**src/core/rcpl_pkg.sv**
```systemverilog
// Constants shared by the reset cause and pin lock block
package rcpl_pkg;
    // Register indices; byte address is four times the index
    localparam logic [13:0] IDX_CAUSE = 14'h0fcc;
    localparam logic [13:0] IDX_CTRL = 14'h0fde;
    localparam logic [13:0] IDX_KEY = 14'h0fdf;
    localparam logic [13:0] IDX_IRQ_STATUS = 14'h0fe0;
    localparam logic [13:0] IDX_IRQ_ENABLE = 14'h0fe1;
    localparam logic [13:0] IDX_IRQ_CLEAR = 14'h0fe2;
    // Key codes
    localparam logic [7:0] KEY_PIN = 8'hb2;
    localparam logic [7:0] KEY_REGION = 8'hd4;
    localparam logic [7:0] KEY_FLAGS = 8'h71;
    // Field positions
    localparam int CTRL_PIN_BIT = 0;
    localparam int CTRL_REGION_BIT = 1;
    localparam int CTRL_VECTOR_BIT = 2;
    localparam int CAUSE_CLEAR_BIT = 7;
    localparam int CAUSE_W = 7;
    localparam int CTRL_W = 3;
    // Reset values
    localparam logic [CTRL_W-1:0] CTRL_RESET = 3'h0;
    localparam logic [CAUSE_W-1:0] CAUSE_RESET = 7'h00;
    localparam logic [31:0] RDATA_RESET = 32'h0000_0000;
endpackage

```
**src/core/rcpl_top.sv**
```systemverilog
// Reset combiner with keyed pin-disable lock and sticky reset-cause flags
//
// What this block does
// Eight reset sources: pin, power-on, two voltage, watchdog, clock, trim, flash.
// Committed pin-disable 0 honours the reset pin, 1 ignores it.
// A written pin-disable value takes effect only after key 0xB2.
// Committed pin-disable cleared by power-on only; written copy by any reset.
// Key 0xB2 commits bit 0, 0xD4 bits 1-2, 0x71 flag clear; others ignored.
// Software writes the key register with plain writes only, never read-modify-write.
// Reading the key address returns committed bits 0 to 2 as status.
// Software writes keys in fast normal mode with gear select 00.
// Protected control bits 7 to 3 read as zero.
// One sticky cause flag per internal reset source, bit 5 bad trim.
// Cause flags cleared by power-on, pin reset or keyed clear only.
// Clear bit 7 then key 0x71 clears the clear bit and all flags of inactive sources.
// Cause register bit 7 always reads as zero.
// System reset held while any active source; internal resets set cause flags.
`timescale 1ns/1ps
module rcpl_top #(
    parameter int ADDR_W = 16
) (
    // Clock and power-on reset
    input wire logic pclk,
    input wire logic presetn,
    // APB slave
    input wire logic psel,
    input wire logic penable,
    input wire logic pwrite,
    input wire logic [ADDR_W-1:0] paddr,
    input wire logic [31:0] pwdata,
    input wire logic [3:0] pstrb,
    output logic [31:0] prdata,
    output logic pready,
    output logic pslverr,
    // External reset pin, asynchronous, active low
    input wire logic reset_pin_n,
    // Internal reset sources and bad trim status, active high, on pclk
    input wire logic src_watchdog,
    input wire logic src_clock_fault,
    input wire logic src_voltage_one,
    input wire logic src_voltage_two,
    input wire logic src_trim_fault,
    input wire logic src_bad_trim,
    input wire logic src_flash_standby,
    // Combined reset and committed settings
    output logic sys_reset,
    output logic pin_disable_committed,
    output logic reset_region_committed,
    output logic reset_vector_committed,
    // Interrupt
    output logic irq
);

    // Register map, byte address is four times the index
    //   cause flags       index 0x0fcc, sticky flags plus clear request
    //   protected control index 0x0fde, written copy of the settings
    //   protection key    index 0x0fdf, key on write, status on read
    //   interrupt status  index 0x0fe0, read only
    //   interrupt enable  index 0x0fe1, read and write
    //   interrupt clear   index 0x0fe2, write one to clear, reads zero
    // Any other index, or an unaligned address, answers with an error
    // An error transfer reads zero and writes nothing
    // Only the low byte lane carries data; upper lanes read zero

    // Cause flag layout
    //   bit 0 watchdog
    //   bit 1 clock fault
    //   bit 2 voltage detect one
    //   bit 3 voltage detect two
    //   bit 4 trim fault
    //   bit 5 bad trim status, a flag but not a reset
    //   bit 6 flash standby
    //   bit 7 clear request, write only, reads zero

    // Protected control layout
    //   bit 0 pin disable
    //   bit 1 reset region select
    //   bit 2 reset vector select
    //   bits 7 to 3 read zero

    // Key values
    //   pin key commits bit 0
    //   region key commits bits 1 and 2
    //   flag key clears the causes when a clear request waits
    //   any other value leaves everything as it is

    // Bus timing
    //   zero wait states, ready tied high
    //   read data and error latched in the setup cycle
    //   read data stands until the next setup cycle
    //   writes land at the access edge
    //   committed bits move at the access edge of the key write
    //   back to back transfers need no idle cycle

    // Reset behaviour
    //   presetn is the power-on reset and clears everything
    //   committed bits survive pin and internal resets
    //   written copy is lost in any cycle with a reset pending
    //   pin reset also drops the clear request
    //   pin reset reloads the causes from the live source levels
    //   internal resets leave the causes sticky

    // Reset output timing
    //   internal sources reach the output one edge later
    //   pin adds two synchroniser edges before that
    //   output is high throughout power-on reset
    //   output is a flop, so it never glitches

    // Hazards
    //   protected control writes made while a reset is pending are lost
    //   a key written during a pin reset still commits
    //   a new cause in the clear cycle stays set
    //   writing the clear bit as zero withdraws the request
    //   software must never read-modify-write the key address
    //   the status seen there is not the key just written

    // Interrupt path
    //   each source rise sets one status bit
    //   a rise in the clear cycle wins over the clear
    //   the output is a level while an enabled bit is set
    //   enable bits reset to zero, so the output starts low
    //   the edge memory resets to the idle level of the sources
    //   so no false rise follows reset

    // Clock domains
    //   everything runs on pclk
    //   only the reset pin comes from outside
    //   the pin passes two flops before any logic reads it
    //   internal sources already sit on pclk

    // Limits
    //   address width is a parameter, decode uses bits 15 to 2
    //   only the low strobe matters for writes
    //   no clock enable, every flop runs each edge
    //   the block itself is never reset by its own output

    // Synchroniser for the reset pin
    logic pin_sync1;
    logic pin_sync2;
    // Register state
    logic [rcpl_pkg::CTRL_W-1:0] ctrl_written;
    logic clear_request;
    logic [rcpl_pkg::CAUSE_W-1:0] cause_flags;
    logic [rcpl_pkg::CAUSE_W-1:0] src_prev;
    logic [rcpl_pkg::CAUSE_W-1:0] irq_status;
    logic [rcpl_pkg::CAUSE_W-1:0] irq_enable;
    // Decode and combinational helpers
    logic [13:0] reg_index;
    logic aligned;
    logic hit_cause;
    logic hit_ctrl;
    logic hit_key;
    logic hit_istat;
    logic hit_ien;
    logic hit_iclr;
    logic mapped;
    logic setup;
    logic wr;
    logic wr_low;
    logic key_wr;
    logic pin_active;
    logic [rcpl_pkg::CAUSE_W-1:0] src_vec;
    logic [rcpl_pkg::CAUSE_W-1:0] internal_src;
    logic [rcpl_pkg::CAUSE_W-1:0] src_rise;
    logic any_internal;
    logic next_sys_reset;
    logic [31:0] next_rdata;

    // Source vector in cause flag order
    assign src_vec = {src_flash_standby, src_bad_trim, src_trim_fault, src_voltage_two,
                      src_voltage_one, src_clock_fault, src_watchdog};
    // Bad trim status is a flag but not a reset source
    assign internal_src = {src_flash_standby, 1'b0, src_trim_fault, src_voltage_two,
                           src_voltage_one, src_clock_fault, src_watchdog};
    assign any_internal = |internal_src;
    assign src_rise = src_vec & ~src_prev;

    // Pin counts only while the committed disable is zero
    assign pin_active = ~pin_sync2 & ~pin_disable_committed;
    assign next_sys_reset = pin_active | any_internal;

    // APB address decode, word aligned
    assign reg_index = paddr[15:2];
    assign aligned = (paddr[1:0] == 2'b00);
    assign hit_cause = aligned && (reg_index == rcpl_pkg::IDX_CAUSE);
    assign hit_ctrl = aligned && (reg_index == rcpl_pkg::IDX_CTRL);
    assign hit_key = aligned && (reg_index == rcpl_pkg::IDX_KEY);
    assign hit_istat = aligned && (reg_index == rcpl_pkg::IDX_IRQ_STATUS);
    assign hit_ien = aligned && (reg_index == rcpl_pkg::IDX_IRQ_ENABLE);
    assign hit_iclr = aligned && (reg_index == rcpl_pkg::IDX_IRQ_CLEAR);
    assign mapped = hit_cause | hit_ctrl | hit_key | hit_istat | hit_ien | hit_iclr;
    assign setup = psel & ~penable;
    // Zero wait state slave
    assign pready = 1'b1;
    assign wr = psel & penable & pwrite & mapped;
    assign wr_low = wr & pstrb[0];
    // Key register takes plain writes only; it has no readable copy to merge
    assign key_wr = wr_low & hit_key;

    // Read data multiplexer
    always_comb begin
        next_rdata = rcpl_pkg::RDATA_RESET;
        if (hit_cause) begin
            next_rdata[rcpl_pkg::CAUSE_W-1:0] = cause_flags;
        end else if (hit_ctrl) begin
            next_rdata[rcpl_pkg::CTRL_W-1:0] = ctrl_written;
        end else if (hit_key) begin
            next_rdata[rcpl_pkg::CTRL_PIN_BIT] = pin_disable_committed;
            next_rdata[rcpl_pkg::CTRL_REGION_BIT] = reset_region_committed;
            next_rdata[rcpl_pkg::CTRL_VECTOR_BIT] = reset_vector_committed;
        end else if (hit_istat) begin
            next_rdata[rcpl_pkg::CAUSE_W-1:0] = irq_status;
        end else if (hit_ien) begin
            next_rdata[rcpl_pkg::CAUSE_W-1:0] = irq_enable;
        end
    end

    // Read data and error captured in the setup cycle
    always_ff @(posedge pclk or negedge presetn) begin
        if (!presetn) begin
            prdata <= rcpl_pkg::RDATA_RESET;
            pslverr <= 1'b0;
        end else if (setup) begin
            prdata <= pwrite ? rcpl_pkg::RDATA_RESET : next_rdata;
            pslverr <= ~mapped;
        end
    end

    // Two flip-flop synchroniser for the reset pin
    always_ff @(posedge pclk or negedge presetn) begin
        if (!presetn) begin
            pin_sync1 <= 1'b1;
            pin_sync2 <= 1'b1;
        end else begin
            pin_sync1 <= reset_pin_n;
            pin_sync2 <= pin_sync1;
        end
    end

    // Combined system reset
    always_ff @(posedge pclk or negedge presetn) begin
        if (!presetn) begin
            sys_reset <= 1'b1;
        end else begin
            sys_reset <= next_sys_reset;
        end
    end

    // Written copy of protected control, wiped by any reset
    always_ff @(posedge pclk or negedge presetn) begin
        if (!presetn) begin
            ctrl_written <= rcpl_pkg::CTRL_RESET;
        end else if (next_sys_reset) begin
            ctrl_written <= rcpl_pkg::CTRL_RESET;
        end else if (wr_low && hit_ctrl) begin
            ctrl_written <= pwdata[rcpl_pkg::CTRL_W-1:0];
        end
    end

    // Committed pin disable, cleared by power-on only
    always_ff @(posedge pclk or negedge presetn) begin
        if (!presetn) begin
            pin_disable_committed <= 1'b0;
        end else if (key_wr && pwdata[7:0] == rcpl_pkg::KEY_PIN) begin
            pin_disable_committed <= ctrl_written[rcpl_pkg::CTRL_PIN_BIT];
        end
    end

    // Committed region and vector selects
    always_ff @(posedge pclk or negedge presetn) begin
        if (!presetn) begin
            reset_region_committed <= 1'b0;
            reset_vector_committed <= 1'b0;
        end else if (key_wr && pwdata[7:0] == rcpl_pkg::KEY_REGION) begin
            reset_region_committed <= ctrl_written[rcpl_pkg::CTRL_REGION_BIT];
            reset_vector_committed <= ctrl_written[rcpl_pkg::CTRL_VECTOR_BIT];
        end
    end

    // Flag clear request, consumed by the clear key
    always_ff @(posedge pclk or negedge presetn) begin
        if (!presetn) begin
            clear_request <= 1'b0;
        end else if (pin_active) begin
            clear_request <= 1'b0;
        end else if (key_wr && pwdata[7:0] == rcpl_pkg::KEY_FLAGS) begin
            clear_request <= 1'b0;
        end else if (wr_low && hit_cause) begin
            clear_request <= pwdata[rcpl_pkg::CAUSE_CLEAR_BIT];
        end
    end

    // Sticky cause flags; a new cause wins over a clear
    always_ff @(posedge pclk or negedge presetn) begin
        if (!presetn) begin
            cause_flags <= rcpl_pkg::CAUSE_RESET;
        end else if (pin_active) begin
            cause_flags <= src_vec;
        end else if (key_wr && pwdata[7:0] == rcpl_pkg::KEY_FLAGS && clear_request) begin
            cause_flags <= src_vec;
        end else begin
            cause_flags <= cause_flags | src_vec;
        end
    end

    // Previous source levels for edge detection
    always_ff @(posedge pclk or negedge presetn) begin
        if (!presetn) begin
            src_prev <= rcpl_pkg::CAUSE_RESET;
        end else begin
            src_prev <= src_vec;
        end
    end

    // Interrupt status: set on source rise, set wins over clear
    always_ff @(posedge pclk or negedge presetn) begin
        if (!presetn) begin
            irq_status <= rcpl_pkg::CAUSE_RESET;
        end else if (wr_low && hit_iclr) begin
            irq_status <= (irq_status & ~pwdata[rcpl_pkg::CAUSE_W-1:0]) | src_rise;
        end else begin
            irq_status <= irq_status | src_rise;
        end
    end

    // Interrupt enable
    always_ff @(posedge pclk or negedge presetn) begin
        if (!presetn) begin
            irq_enable <= rcpl_pkg::CAUSE_RESET;
        end else if (wr_low && hit_ien) begin
            irq_enable <= pwdata[rcpl_pkg::CAUSE_W-1:0];
        end
    end

    // Level interrupt output
    assign irq = |(irq_status & irq_enable);

endmodule

```
**config.mk**
```make
export PLATFORM = sky130hd
export DESIGN_NAME = rcpl_top
export DESIGN_NICKNAME = d
export VERILOG_FILES = /design/src/core/rcpl_pkg.sv /design/src/core/rcpl_top.sv
export SDC_FILE = /design/constraint.sdc
export NUM_CORES = 1
export LEC_CHECK = 0
export ABC_AREA = 1
export BUFFER_PORTS_ARGS = -buffer_cell sky130_fd_sc_hd__buf_2
export CORE_UTILIZATION = 35
export DETAILED_ROUTE_END_ITERATION = 12
export PLACE_DENSITY_LB_ADDON = 0.08
export RECOVER_POWER = 50
export SYNTH_ARGS = -nofsm -noshare
export SYNTH_HDL_FRONTEND = slang
export SYNTH_SLANG_ARGS = --single-unit
export TNS_END_PERCENT = 10
```
**constraint.sdc**
```tcl
create_clock -name pclk -period 3.9 [get_ports pclk]
set_input_delay 0 -clock pclk [delete_from_list [all_inputs] [get_ports pclk]]
set_output_delay 0 -clock pclk [all_outputs]
set_load 0.02 [all_outputs]
```
==> results.md <==
- Outcome: completed
- Largest family of logic cells by synthesized area: simple AND/OR/NAND/NOR gates
- CTS root buffer: clkbuf_8
- Share of the synthesized area in the top cell type: 0.4175
- Clock sink total: 46
- Number of flops mapped to enable cells by yosys: 0
- Diode count: 0
- Routed Antenna Nets: 0
- Chip width: 87.82 um
- Maximum vdd drop: 0.0001738 V
- Clk_lat worst skew: about 300 ps
- Mapped Area: between 2000 and 3000 um2
- Global-route wire length before repair: 9.315 mm
- Port Buf Inserts: 50
- PwrDens: 308.8 nW/um2
- Final period util: 0.4322
- Mean Syn Cell Area: roughly 8 um2
- Final Hold Vio Count: 0
- RD Place Congestion: between 0.7 and 0.8
- Seq/Total Area, Yosys: 0.4481
- Synth cell count leaders: 80 x nand2_1, 43 x dfrtp_1, 41 x inv_1
- Core box area: 6944 um2
- Via count: about 2100
- Post-synth ARST share: 1.000
- Max Slew Vio Count: 0
- Critical path class: register to register
- Synth top area cells: dfrtp_1 42%, nand2_1 12%, buf_4 7.6%
- Setup TNS: 0 ps
- Mux cell area share after synthesis: 0
- TritonRoute pass-1 iters: 4
- DRC viols: 0
- Finished Cell Area: between 3000 and 4000 um2
- Largest net degree at the start of global routing: 47
- Vias/cell: 4.408
- Htree depth: 2
- Vias in the first global route: 1972
- LEAKAGE: 1.492 nW
- Num CTS Buffers: 5
- Nets@finish: approximately 450
- Hold Path Class: input pin to register
- Grt ovf: 0
- YS warnings: 0
- Worst Max-Slew Pin Slew: 1042 ps
- Filler instances: 751
- Clock Path Buffers: 2
- Critical Path Fanout Max: 3
- Compound-cell area share of the yosys netlist: 0.1194
- Cells after Synth: around 320
- XOR/XNOR Fraction of Synth Area: 0
- Ys flop type: dfrtp_1
- Yosys top cell by area: dfrtp_1
- Area grow syn2layout: 17.67%
- Non-Filler Instances: 480
- CP Data Required Time: slightly above 4000 ps
- Endpoints failing setup: 0
- RSZ-0062 raised after global routing: false
- Die area: 7711 um2
- Critical path startpoint category: register
- Setup Skew: approximately 6.4 ps
- Crit. End Element: register
- Iteration-0 DRC Markers: slightly below 100
- Die Y: 87.82 um
- Initial Utilization: 0.3712
- Max-capacitance violation count: 0
- Drt total wl: roughly 5.8 mm
- Initial antenna violation count: 0
- Netlist cell types: 35
- Post-Place Cells: 459
- CTS tree: done
- Ports: 104
- Worst path arrival time: 1900 ps
- Cell with the most instances after synthesis: nand2_1
- Row Count: 30
- GRT Util Overall: 0.1614
- Slew HR: 0.3054
- Clock Pin Slew Worst Setup and Hold Paths: 90 ps
- Flops & latches, synth: 46
- Simple-gate share of the synthesized area: 0.2854
- Max Freq: approximately 0.59 GHz
- Synth Area in Adders: 0
- DP HPWL: 4.499 mm
- Share of post-route cells with drive strength above 1: 0.1797
- Min Tclk post-route: ~1700 ps
- WL/cell: 12.13 um
- DP Area: 2831 um2
metal layers:
layer,vias to the layer above,GRT usage,share of wire
met3,6,0.03205,0.042
met2,63,0.2805,0.48
li1,1098,-,-
met5,-,0,0
met1,949,0.2054,0.47
met4,0,0.04024,0.010
critical path, cell delays in order, from the launching register on:
cell	delay [ps]
dfstp_2	520
nor2_1	50
nor4_1	610
nand3_1	240
o22ai_1	190
kinds of logic after synthesis:
kind of cell,after synthesis
compound gates,47
other cells,2
buf+inv,71
flops,46
simple gates,150
flip-flops by register name, indices dropped and copies added (netlist names):
signal / cells
pin_sync2: 1
pin_disable_committed: 1
prdata: 7
cause_flags: 7
src_prev: 7
irq_enable: 7
irq_status: 7
ctrl_written: 3
pin_sync1: 1
reset_region_committed: 1
pslverr: 1
reset_vector_committed: 1
clear_request: 1
sys_reset: 1
repair_timing:
item	CTS	global route
hold endpoints to repair	62	0
setup buffers	0	0
hold buffers	13	0
gates resized for setup	0	0
endpoints found under the setup margin	0	0
where the power goes:
group / switching (mW) / total (mW) / internal, mW
clock: 0.163 / 0.355 / 0.192
sequential: 0.00147 / 0.485 / 0.483
combinational: 0.0660 / 0.0963 / 0.0303
path summary, 6_finish.rpt:
kind | from | endpoint | slack (ps) | cells past startpoint
worst max-delay path | pin_sync2$_DFF_PN1_ | ctrl_written[0]$_DFFE_PN0P_ | 2210 | 4
worst min-delay path | pwdata[6] | irq_enable[6]$_DFFE_PN0P_ | 6 | 3
worst max register to register | pin_sync2$_DFF_PN1_ | ctrl_written[0]$_DFFE_PN0P_ | 2210 | 4
worst min register to register | pin_sync1$_DFF_PN1_ | pin_sync2$_DFF_PN1_ | 360 | 0
max in group asynchronous | presetn | src_prev[5]$_DFF_PN0_ | 2830 | 2
min in group asynchronous | presetn | prdata[5]$_DFFE_PN0P_ | 410 | 2
metrics by stage:
step           hold WS, ps  worst slack (ps)  power, mW    util
2_1_floorplan       -295.6              2655     0.5630       -
3_3_place_gp         105.6              2195     0.5825  0.4077
3_5_place_dp         107.2              2198     0.5834  0.4077
4_1_cts              10.20              2189     0.9513  0.4418
5_1_grt              9.131              1894     0.9744  0.4368
6_report             5.898              2214     0.9366  0.4368
placed cells by master, fill, tap and decap left out, types with 4 or more instances in the layout:
cell type / synthesis / layout
clkbuf_8: 0 / 5
dlygate4sd3_1: 0 / 13
nand4_1: 4 / 4
o21bai_1: 7 / 7
inv_1: 41 / 41
o21ai_0: 17 / 18
nand2_1: 80 / 80
buf_2: 0 / 34
nand3_1: 21 / 21
nor4_1: 4 / 4
clkbuf_1: 0 / 18
dfrtp_1: 43 / 43
o21ai_2: 7 / 7
conb_1: 2 / 26
or2_2: 7 / 7
nor2_1: 18 / 20
final cells by class:
type	count	area, um2	area share
sequential	46	1155	0.3808
multi-input combinational	223	1126	0.3713
timing repair buffer	63	360.3	0.1188
inverter	44	165.2	0.05446
tap	96	120.1	0.03960
clock buffer	7	76.32	0.02517
clock inverter	1	30.03	0.009901
(Power assumes the default switching activity.)
